## src/logic/rf_synth_pkg.sv

```systemverilog
// Purpose: Shared constants for the RF synthesizer divider control block
// Assumes: 22-bit programming words, address in bits [1:0]
// Notes:   Field positions, reset words and moduli live here only
package rf_synth_pkg;
    localparam int WORD_W      = 22;
    localparam int ADDR_W      = 2;
    localparam logic [1:0] ADDR_RF_REF = 2'h2;
    localparam logic [1:0] ADDR_RF_FB  = 2'h3;
    // Reference word fields
    localparam int REF_CNT_LSB = 2;
    localparam int REF_CNT_W   = 15;
    localparam int POL_BIT     = 17;
    localparam int GAIN_BIT    = 18;
    localparam int HIZ_BIT     = 19;
    // Feedback word fields
    localparam int SWALLOW_LSB = 2;
    localparam int SWALLOW_W   = 7;
    localparam int BIN_LSB     = 9;
    localparam int BIN_W       = 11;
    localparam int PRESEL_BIT  = 20;
    localparam int PWDN_BIT    = 21;
    localparam int MOD_W       = 8;
    // Smallest legal counts
    localparam logic [14:0] REF_MIN = 15'h0003;
    localparam logic [10:0] BIN_MIN = 11'h003;
    // Reset words: loop held powered down until the host programs it
    localparam logic [21:0] RF_REF_RESET = 22'h000002;
    localparam logic [21:0] RF_FB_RESET  = 22'h200003;
    // Prescaler moduli (smaller of each pair)
    localparam logic [7:0] MOD_32  = 8'h20;
    localparam logic [7:0] MOD_64  = 8'h40;
    localparam logic [7:0] MOD_128 = 8'h80;

    typedef enum logic [2:0] {
        PWR_ACTIVE = 3'b001,
        PWR_WAIT   = 3'b010,
        PWR_DOWN   = 3'b100
    } pwr_state_t;

    function automatic logic [7:0] pre_modulus(input logic sel, input logic high_band);
        if (high_band) begin
            pre_modulus = sel ? MOD_64 : MOD_32;
        end else begin
            pre_modulus = sel ? MOD_128 : MOD_64;
        end
    endfunction
endpackage

```

## src/logic/rf_synth_divider_control.sv

```systemverilog
// Purpose: RF half of a dual synthesizer: serial word decode, dividers, pump control
// Assumes: Serial clock, data, latch, reference and VCO inputs are synchronous
// Notes:   Pump high-impedance follows its bit within two clocks of the latch while the loop runs; powerdown forces it on
`timescale 1ns/1ps
module rf_synth_divider_control
    import rf_synth_pkg::*;
#(
    parameter logic HIGH_BAND_VARIANT = 1'b1
)(
    // Clock and reset
    input  wire logic clk_sys_i,
    input  wire logic resetn_i,
    // Three-wire programming port
    input  wire logic ser_clock_i,
    input  wire logic ser_data_i,
    input  wire logic ser_latch_i,
    // Divider inputs
    input  wire logic ref_in_i,
    input  wire logic vco_in_i,
    // Divider and pump outputs
    output logic      ref_pulse_o,
    output logic      fb_pulse_o,
    output logic      pump_up_o,
    output logic      pump_down_o,
    output logic      pump_gain_high_o,
    output logic      pump_hiz_o,
    output logic      loop_active_o
);
    import rf_synth_pkg::*;

    ////////////////////////////////////////////////////////////////////////////
    // Serial word capture

    function automatic logic word_hit(input logic [WORD_W-1:0] w, input logic [1:0] a);
        word_hit = (w[ADDR_W-1:0] == a);
    endfunction

    logic              ser_clk_q;
    logic              latch_q;
    logic              ref_in_q;
    logic              vco_in_q;
    logic [WORD_W-1:0] shift_q;
    logic [WORD_W-1:0] rf_reference_word_q;
    logic [WORD_W-1:0] rf_feedback_word_q;
    logic              latch_rise;

    assign latch_rise = ser_latch_i & ~latch_q;

    always_ff @(posedge clk_sys_i) begin
        if (!resetn_i) begin
            ser_clk_q <= 1'b0;
            latch_q   <= 1'b0;
            ref_in_q  <= 1'b0;
            vco_in_q  <= 1'b0;
        end else begin
            ser_clk_q <= ser_clock_i;
            latch_q   <= ser_latch_i;
            ref_in_q  <= ref_in_i;
            vco_in_q  <= vco_in_i;
        end
    end

    // Most significant bit first; the address ends in bits [1:0]
    always_ff @(posedge clk_sys_i) begin
        if (!resetn_i) begin
            shift_q <= '0;
        end else if (ser_clock_i && !ser_clk_q) begin
            shift_q <= {shift_q[WORD_W-2:0], ser_data_i};
        end
    end

    // Words for other addresses belong to the other synthesizer half
    always_ff @(posedge clk_sys_i) begin
        if (!resetn_i) begin
            rf_reference_word_q <= RF_REF_RESET;
            rf_feedback_word_q  <= RF_FB_RESET;
        end else if (latch_rise) begin
            if (word_hit(shift_q, ADDR_RF_REF)) begin
                rf_reference_word_q <= shift_q;
            end
            if (word_hit(shift_q, ADDR_RF_FB)) begin
                rf_feedback_word_q <= shift_q;
            end
        end
    end

    ////////////////////////////////////////////////////////////////////////////
    // Field decode

    logic [REF_CNT_W-1:0] rf_reference_count;
    logic [REF_CNT_W-1:0] ref_ratio;
    logic                 rf_detector_polarity;
    logic                 rf_pump_gain_select;
    logic                 rf_pump_high_impedance;
    logic [SWALLOW_W-1:0] rf_swallow_count;
    logic [BIN_W-1:0]     rf_binary_count;
    logic                 rf_prescaler_select;
    logic                 rf_loop_powerdown;
    logic [MOD_W-1:0]     modulus;

    assign rf_reference_count     = rf_reference_word_q[REF_CNT_LSB +: REF_CNT_W];
    // A forbidden ratio below the minimum is run as the minimum
    assign ref_ratio              = (rf_reference_count < REF_MIN) ? REF_MIN
                                                                   : rf_reference_count;
    assign rf_detector_polarity   = rf_reference_word_q[POL_BIT];
    assign rf_pump_gain_select    = rf_reference_word_q[GAIN_BIT];
    assign rf_pump_high_impedance = rf_reference_word_q[HIZ_BIT];
    assign rf_swallow_count       = rf_feedback_word_q[SWALLOW_LSB +: SWALLOW_W];
    assign rf_binary_count        = rf_feedback_word_q[BIN_LSB +: BIN_W];
    assign rf_prescaler_select    = rf_feedback_word_q[PRESEL_BIT];
    assign rf_loop_powerdown      = rf_feedback_word_q[PWDN_BIT];
    assign modulus = pre_modulus(rf_prescaler_select, HIGH_BAND_VARIANT);

    ////////////////////////////////////////////////////////////////////////////
    // Powerdown sequencing

    pwr_state_t pwr_q;
    logic       run;

    assign run = (pwr_q != PWR_DOWN);

    always_ff @(posedge clk_sys_i) begin
        if (!resetn_i) begin
            pwr_q <= PWR_DOWN;
        end else begin
            unique case (pwr_q)
                PWR_ACTIVE: begin
                    if (rf_loop_powerdown) begin
                        // High impedance selects the immediate shutdown
                        pwr_q <= rf_pump_high_impedance ? PWR_DOWN : PWR_WAIT;
                    end
                end
                PWR_WAIT: begin
                    if (!rf_loop_powerdown) begin
                        pwr_q <= PWR_ACTIVE;
                    end else if (rf_pump_high_impedance || ref_pulse_o) begin
                        pwr_q <= PWR_DOWN;
                    end
                end
                PWR_DOWN: begin
                    if (!rf_loop_powerdown) begin
                        pwr_q <= PWR_ACTIVE;
                    end
                end
                default: pwr_q <= PWR_DOWN;
            endcase
        end
    end

    ////////////////////////////////////////////////////////////////////////////
    // Reference divider

    logic [REF_CNT_W-1:0] ref_cnt_q;

    always_ff @(posedge clk_sys_i) begin
        if (!resetn_i) begin
            ref_cnt_q   <= '0;
            ref_pulse_o <= 1'b0;
        end else if (!run) begin
            ref_cnt_q   <= ref_ratio - 15'h0001;
            ref_pulse_o <= 1'b0;
        end else if (ref_in_i && !ref_in_q) begin
            if (ref_cnt_q == '0) begin
                ref_cnt_q   <= ref_ratio - 15'h0001;
                ref_pulse_o <= 1'b1;
            end else begin
                ref_cnt_q   <= ref_cnt_q - 15'h0001;
                ref_pulse_o <= 1'b0;
            end
        end else begin
            ref_pulse_o <= 1'b0;
        end
    end

    ////////////////////////////////////////////////////////////////////////////
    // Feedback divider

    rf_fb_divider u_fb_divider (
        .clk_sys_i  (clk_sys_i),
        .resetn_i   (resetn_i),
        .run_i      (run),
        .count_en_i (vco_in_i && !vco_in_q),
        .swallow_i  (rf_swallow_count),
        .binary_i   (rf_binary_count),
        .modulus_i  (modulus),
        .pulse_o    (fb_pulse_o)
    );

    ////////////////////////////////////////////////////////////////////////////
    // Phase detector and pump

    logic ref_lead_q;
    logic fb_lead_q;

    always_ff @(posedge clk_sys_i) begin
        if (!resetn_i || !run) begin
            ref_lead_q <= 1'b0;
            fb_lead_q  <= 1'b0;
        end else if ((ref_pulse_o || ref_lead_q) && (fb_pulse_o || fb_lead_q)) begin
            ref_lead_q <= 1'b0;
            fb_lead_q  <= 1'b0;
        end else begin
            ref_lead_q <= ref_lead_q | ref_pulse_o;
            fb_lead_q  <= fb_lead_q | fb_pulse_o;
        end
    end

    // Positive tuning slope pumps up when the reference leads
    always_ff @(posedge clk_sys_i) begin
        if (!resetn_i) begin
            pump_up_o        <= 1'b0;
            pump_down_o      <= 1'b0;
            pump_gain_high_o <= 1'b0;
            pump_hiz_o       <= 1'b1;
            loop_active_o    <= 1'b0;
        end else begin
            pump_hiz_o       <= rf_pump_high_impedance || !run;
            pump_up_o        <= !rf_pump_high_impedance && run
                                && (rf_detector_polarity ? ref_lead_q : fb_lead_q);
            pump_down_o      <= !rf_pump_high_impedance && run
                                && (rf_detector_polarity ? fb_lead_q : ref_lead_q);
            pump_gain_high_o <= rf_pump_gain_select;
            loop_active_o    <= run;
        end
    end
endmodule

```

## src/logic/rf_fb_divider.sv

```systemverilog
// Purpose: Dual-modulus feedback divider with swallow and binary counters
// Assumes: count_en_i is a one-cycle pulse per prescaler input edge
// Notes:   Division is modulus*binary + swallow; needs binary >= swallow
`timescale 1ns/1ps
module rf_fb_divider
    import rf_synth_pkg::*;
(
    // Clock and reset
    input  wire logic                 clk_sys_i,
    input  wire logic                 resetn_i,
    // Control
    input  wire logic                 run_i,
    input  wire logic                 count_en_i,
    input  wire logic [SWALLOW_W-1:0] swallow_i,
    input  wire logic [BIN_W-1:0]     binary_i,
    input  wire logic [MOD_W-1:0]     modulus_i,
    // Divided output
    output logic                      pulse_o
);
    import rf_synth_pkg::*;

    logic [MOD_W:0]       pre_q;
    logic [SWALLOW_W-1:0] a_left_q;
    logic [BIN_W-1:0]     b_left_q;
    logic [SWALLOW_W-1:0] a_nxt;
    logic [BIN_W-1:0]     b_nxt;
    logic                 wrap;

    // Next swallow/binary state after one prescaler cycle
    always_comb begin
        wrap = (b_left_q <= 11'h001);
        if (wrap) begin
            a_nxt = swallow_i;
            b_nxt = (binary_i < BIN_MIN) ? BIN_MIN : binary_i;
        end else begin
            a_nxt = (a_left_q != '0) ? a_left_q - 7'h01 : a_left_q;
            b_nxt = b_left_q - 11'h001;
        end
    end

    // Larger modulus while swallow remains, smaller for the rest
    always_ff @(posedge clk_sys_i) begin
        if (!resetn_i) begin
            pre_q    <= '0;
            a_left_q <= '0;
            b_left_q <= 11'h001;
            pulse_o  <= 1'b0;
        end else if (!run_i) begin
            // Stopped counters restart from a clean load
            a_left_q <= swallow_i;
            b_left_q <= (binary_i < BIN_MIN) ? BIN_MIN : binary_i;
            pre_q    <= (swallow_i != '0) ? {1'b0, modulus_i} : {1'b0, modulus_i} - 9'h001;
            pulse_o  <= 1'b0;
        end else if (count_en_i) begin
            if (pre_q == '0) begin
                a_left_q <= a_nxt;
                b_left_q <= b_nxt;
                pre_q    <= (a_nxt != '0) ? {1'b0, modulus_i} : {1'b0, modulus_i} - 9'h001;
                pulse_o  <= wrap;
            end else begin
                pre_q   <= pre_q - 9'h001;
                pulse_o <= 1'b0;
            end
        end else begin
            pulse_o <= 1'b0;
        end
    end
endmodule

```

## config.mk

```make
export PLATFORM = sky130hd
export DESIGN_NAME = rf_synth_divider_control
export DESIGN_NICKNAME = d
export VERILOG_FILES = /design/src/logic/rf_synth_pkg.sv /design/src/logic/rf_synth_divider_control.sv /design/src/logic/rf_fb_divider.sv
export SDC_FILE = /design/constraint.sdc
export NUM_CORES = 1
export LEC_CHECK = 0
export ABC_AREA = 1
export BUFFER_PORTS_ARGS = -buffer_cell sky130_fd_sc_hd__buf_2
export CORE_UTILIZATION = 50
export DETAILED_ROUTE_END_ITERATION = 10
export HOLD_SLACK_MARGIN = 0.1
export PLACE_DENSITY = 0.66
export SYNTH_ARGS = -nofsm -noshare
export SYNTH_HDL_FRONTEND = slang
export SYNTH_SLANG_ARGS = --single-unit
```

## constraint.sdc

```tcl
create_clock -name clk_sys_i -period 3.4 [get_ports clk_sys_i]
set_input_delay 0.17 -clock clk_sys_i [delete_from_list [all_inputs] [get_ports clk_sys_i]]
set_output_delay 0.17 -clock clk_sys_i [all_outputs]
set_load 0.02 [all_outputs]
```

# ---- Yosys cells after proc, flatten, opt, wreduce, memory -nomap -nowiden
# Index checks and enable logic that the tools add are counted.
dict set report classes {
  add_sub_neg 6
  magnitude_cmp 3
  eq_ne 12
  muxes 29
  bitwise 4
  n_reduce_logical 30
}
# cell count
set op_table {}
lappend op_table {{2-to-1 mux 15 bit} 4}
lappend op_table {{2-to-1 mux 11 bit} 5}
lappend op_table {{2-to-1 mux 9 bit} 5}
lappend op_table {{2-to-1 mux 7 bit} 6}
lappend op_table {{subtractor 15 x 1 -> 15 bit (second input constant)} 2}
lappend op_table {{nonzero test 7 bit} 3}
lappend op_table {{zero test 15 bit} 1}
lappend op_table {{less-than comparator 15 x 2 -> 1 bit (second input constant)} 1}
lappend op_table {{2-to-1 mux 3 bit} 5}
lappend op_table {{<= comparator 11 x 1 -> 1 bit (second input constant)} 1}
lappend op_table {{less-than comparator 11 x 2 -> 1 bit (second input constant)} 1}
lappend op_table {{subtractor 11 x 1 -> 11 bit (second input constant)} 1}
lappend op_table {{zero test 9 bit} 1}
lappend op_table {{case mux 3 bit (3 select lines)} 1}
lappend op_table {{subtractor 9 x 1 -> 9 bit (second input constant)} 1}
lappend op_table {{subtractor 7 x 1 -> 8 bit (second input constant)} 1}
lappend op_table {{logical AND 1 bit} 7}
lappend op_table {{subtractor 7 x 1 -> 7 bit (second input constant)} 1}
lappend op_table {{zero test 1 bit} 6}
lappend op_table {{inequality test 2 x 1 -> 1 bit (second input constant)} 3}
lappend op_table {{inequality test 3 bit (second input constant)} 2}
lappend op_table {{AND reduction 2 bit} 3}
lappend op_table {{AND reduction 3 bit} 2}
lappend op_table {{logical OR 1 bit} 5}
lappend op_table {{other kinds (11)} 16}
dict set report totals {
  reg_bits 122
  input_bits 7
  wordCells 105
}

# ---- Depth between registers and ports, before layout
dict set report logic_depth {
  ltp_word 8
  ltp_mapped 17
  depth_no_buf 17
}

# ---- Cells and area by module
# From an unflattened synthesis, not the netlist that was laid out.
dict set report unflattened {
  hier_cells 916
  area_unflattened_um2 6213.5
}
# module instances cells_per_inst area_per_inst_um2
set by_module_without_submodules {}
lappend by_module_without_submodules {rf_synth_divider_control 1 554 3975.1}
lappend by_module_without_submodules {rf_fb_divider 1 362 2238.4}

# ---- Worst setup path before layout
# No wires, ideal clock.
dict set report synth_path {
  path_type {reg-to-reg}
  start {register u_fb_divider.a_left_q[0]}
  end {register u_fb_divider.pre_q[5]}
  setup_ns 0.122
  arrival_time_ns 1.950
  required_time_ns 3.278
  path_slack_ns 1.328
  stages_incl_launch_ff 17
  n_path_buf 0
  period_less_slack_ns 2.072
  path_cell_list {dfxtp_1 -> inv_1 -> ha_1 -> inv_1 -> nor2_1 -> nand3_4 -> nand3_1 -> nand2_1 -> nor2_1 -> nand3_1 -> nand2_2 -> inv_1 -> ha_1 -> nand2_1 -> nand3_1 -> o211ai_1 -> a21oi_1}
}
dict set report synth_between {
  elab_chain_cells 8
  word_cells_on_any_way 9
  classes_between {1 x add/sub; 6 x mux; 2 x reduce/logical}
}
# item line
set synth_lines {}
lappend synth_lines {{start, declared} rf_fb_divider.sv:23} ;# logic [SWALLOW_W-1:0] a_left_q;
lappend synth_lines {{start signal, assigned} rf_fb_divider.sv:50} ;# a_left_q <= swallow_i;
lappend synth_lines {{start signal, assigned} rf_fb_divider.sv:56} ;# a_left_q <= a_nxt;
lappend synth_lines {{subtractor 7 x 1 -> 7 bit or nonzero test 7 bit (tied branches)} rf_fb_divider.sv:36} ;# a_nxt = (a_left_q != '0) ? a_left_q - 7'h01 : a_left_q;
lappend synth_lines {{2-to-1 mux 7 bit *} rf_fb_divider.sv:36}
lappend synth_lines {{2-to-1 mux 7 bit *} rf_fb_divider.sv:32} ;# if (wrap) begin
lappend synth_lines {{nonzero test 7 bit *} rf_fb_divider.sv:58} ;# pre_q <= (a_nxt != '0) ? {1'b0, modulus_i} : {1'b0, modulus_i} - 9'h001;
lappend synth_lines {{2-to-1 mux 9 bit *} rf_fb_divider.sv:58}
lappend synth_lines {{2-to-1 mux 9 bit *} rf_fb_divider.sv:55} ;# if (pre_q == '0) begin
lappend synth_lines {{2-to-1 mux 9 bit *} rf_fb_divider.sv:54} ;# end else if (count_en_i) begin
lappend synth_lines {{2-to-1 mux 9 bit *} rf_fb_divider.sv:48} ;# end else if (!run_i) begin
lappend synth_lines {{end signal, assigned} rf_fb_divider.sv:52} ;# pre_q <= (swallow_i != '0) ? {1'b0, modulus_i} : {1'b0, modulus_i} - 9'h001;
lappend synth_lines {{end signal, assigned} rf_fb_divider.sv:58}
lappend synth_lines {{end signal, assigned} rf_fb_divider.sv:61} ;# pre_q <= pre_q - 9'h001;
lappend synth_lines {{end, declared} rf_fb_divider.sv:22} ;# logic [MOD_W:0] pre_q;
# Mark *: on every way between the ends. The rest lies on a longest branch, timed or not. The select of a mux whose other input is x is not followed.
# A chain may end at the register's enable or synchronous reset.

# ---- Worst setup path after layout
# Same ends and word-level chain as after synthesis.

==> out/metrics.yaml <==
status: "completed"
num_io_pins: 14
vias: 5308
synth.ff_latch_count: 118
htree_levels: 4
max_freq_mhz: 417.8
dp_hpwl_mm: 9.257
area_delta_synth_final_pct: 13.19
tritoncts: "yes"
clkTransAtPathRegs_ps: 60
top_usage_layer: "met2"
power_density_nw_per_um2: 999.4
die_area_um2: 12420
drtIter0Drc: 369
required_ps: 3680
worstHoldPathType: "input pin to register"
synthDistinctLibCells: 47
grt_max_degree: 93
firstDrtPassIters: 5
antenna_found_initial: 0
post_drt_wl_per_cell_um: 13.34
rsz0062_at_grt: "no"
final.min_clock_period_ps: 2393
core_area_um2: 11560
worstMarginPinSlew_ps: 784.7
die_height_um: 111.4
post-cts-setup-buffers: 0
final_nets: 874
grtUsageMet3_pct: 6.151
netlist_instances: 849
diodes: 0
cts_resized: 0
ant_nets: 0
drive_gt1_share_pct: 10.33
n_fill_cell: 1106
gp_congestion: 0.8771
setup_violations: 0
clk_latency_ps: 410
start_util_pct: 51.77
cts_root_buffer: "clkbuf_16"
numCtsBuffers: 17
layout_common_cells: "nor2_1 (146), nand2_1 (126), dfxtp_1 (118), o21ai_0 (104), inv_1 (101)"
crit_fanout: 7
met2_usage_pct: 40.29
cap_violations: 0
path_class: "register to register"
holdBufCountCts: 5
vdd_drop_max_v: 0.0004960
die_w_um: 111.4
slew_headroom_pct: 47.68
vias_per_cell: 5.235
route.detailed.drc: 0
drv_slew: 0
grtUsageTotal_pct: 23.43
syn-num-nets: 865
fin_crit_sh_pct: 70.39
tns_ps: 0
cts_sinks: 118
hold_viol: 0
utilization_pct: 58.60
power.leakage_uw: 0.003177
layout_commonest_cell: "nor2_1"
grt_pass1_wl_mm: 23.76
totalWireLength_mm: 13.53
port_buffers: 13
critical_path_arrival_ps: 2670
synth_seq_area_share_pct: 39.46
met1_usage_pct: 28.75
grt_pass1_vias: 5214
startpoint_type: "register"
syn_avg_cell_area_um2: 7.052
crit_path_end_kind: "register"
overflow: 0
clock_skew_ps: 5.431
clockBufferDepth: 2
synth_area_um2: 5987
yosysWarningCount: 0
rows: 39
==> critical path, cell delays in order, from the launching register on <==
cell and delay [ps]:
dfxtp_1 330, inv_1 180, ha_1 180, inv_1 50
nor2_1 240, nand3_4 150, nand3_1 140, nand2_1 60
nor2_1 80, nand3_1 100, nand2_2 100, inv_1 50
ha_1 260, nand2_1 70, nand3_1 90, o211ai_1 110
a21oi_1 80
==> per-stage QoR <==
stage	setup WS [ps]	power [uW]	cells	cell area [um2]	hold WS, ps
4_1_cts	1016	6797	1014	6777	339.2
6_report	1007	6772	1014	6777	348.6
2_1_floorplan	1328	4421	849	5987	263.5
3_3_place_gp	1138	4759	977	6088	361.8
3_5_place_dp	1046	4838	977	6088	369.7
5_1_grt	740.5	7361	1014	6777	339.7
==> registers in the layout (all words and copies together), names as in the netlist, 3 cells and up <==
register               count
u_fb_divider.pre_q         9
shift_q                   22
rf_reference_word_q       18
u_fb_divider.a_left_q      7
u_fb_divider.b_left_q     11
rf_feedback_word_q        20
ref_cnt_q                 15
pwr_q                      3
==> cells by family after synthesis <==
logic type / count (synthesis) / share of synthesized area (%)
xor+xnor: 28 / 4.096
buf+inv: 142 / 9.760
simple gates: 357 / 26.83
fa+ha+maj: 9 / 1.881
compound gates: 193 / 17.64
mux: 2 / 0.3344
flops: 118 / 39.46
==> cell type report <==
class | instances | area [um2] | area share, %
flip-flops and latches | 118 | 2362 | 34.86
inverters | 111 | 419.2 | 6.185
clock buffers | 18 | 439.2 | 6.481
multi-input cells | 589 | 3040 | 44.87
well taps | 143 | 178.9 | 2.640
clock inverters | 14 | 198.9 | 2.936
repair buffers | 21 | 137.6 | 2.031
==> per-layer routing <==
metal,vias to the layer above,routed length (um)
met2,78,6584
met3,14,453
met1,2439,6343
met4,0,144
li1,2777,-
met5,-,0
==> final timing paths <==
path	cells after the start	end	slack [ps]	startpoint
setup / recovery	16	u_fb_divider.pre_q[5]	1010	u_fb_divider.a_left_q[0]
hold / removal	3	ref_cnt_q[13]	350	resetn_i
setup reg to reg	16	u_fb_divider.pre_q[5]	1010	u_fb_divider.a_left_q[0]
hold reg to reg	2	rf_feedback_word_q[10]	470	rf_feedback_word_q[10]
==> Yosys cell counts, drive strengths merged <==
| library cell | instances | area, um2 |
|---|---|---|
| a211oi | 1 | 7.510 |
| a21oi | 56 | 287.8 |
| a31oi | 5 | 37.53 |
| buf | 11 | 90.08 |
| clkbuf | 20 | 75.07 |
| clkinv | 2 | 7.510 |
| dfxtp | 118 | 2362 |
| ha | 9 | 112.6 |
| inv | 109 | 411.7 |
| mux2i | 2 | 20.02 |
| nand2 | 132 | 520.5 |
| nand3 | 35 | 207.7 |
| nand3b | 3 | 22.52 |
| nand4 | 8 | 56.30 |
| nor2 | 156 | 630.6 |
| nor3 | 12 | 81.33 |
| nor4 | 7 | 58.81 |
| o211ai | 18 | 145.1 |
| o21ai | 110 | 554.3 |
| o21bai | 1 | 7.510 |
| o221ai | 1 | 8.760 |
| o31ai | 1 | 7.510 |
| or2 | 3 | 21.28 |
| or4 | 1 | 7.510 |
| xnor2 | 8 | 70.07 |
| xor2 | 20 | 175.2 |
==> power by group <==
group / switching (uW) / total (uW) / internal [uW]
logic: 1950 / 2970 / 1020
registers: 235 / 1890 / 1650
clock network: 667 / 1920 / 1250
Note: power is estimated with default switching activity, not from simulation.
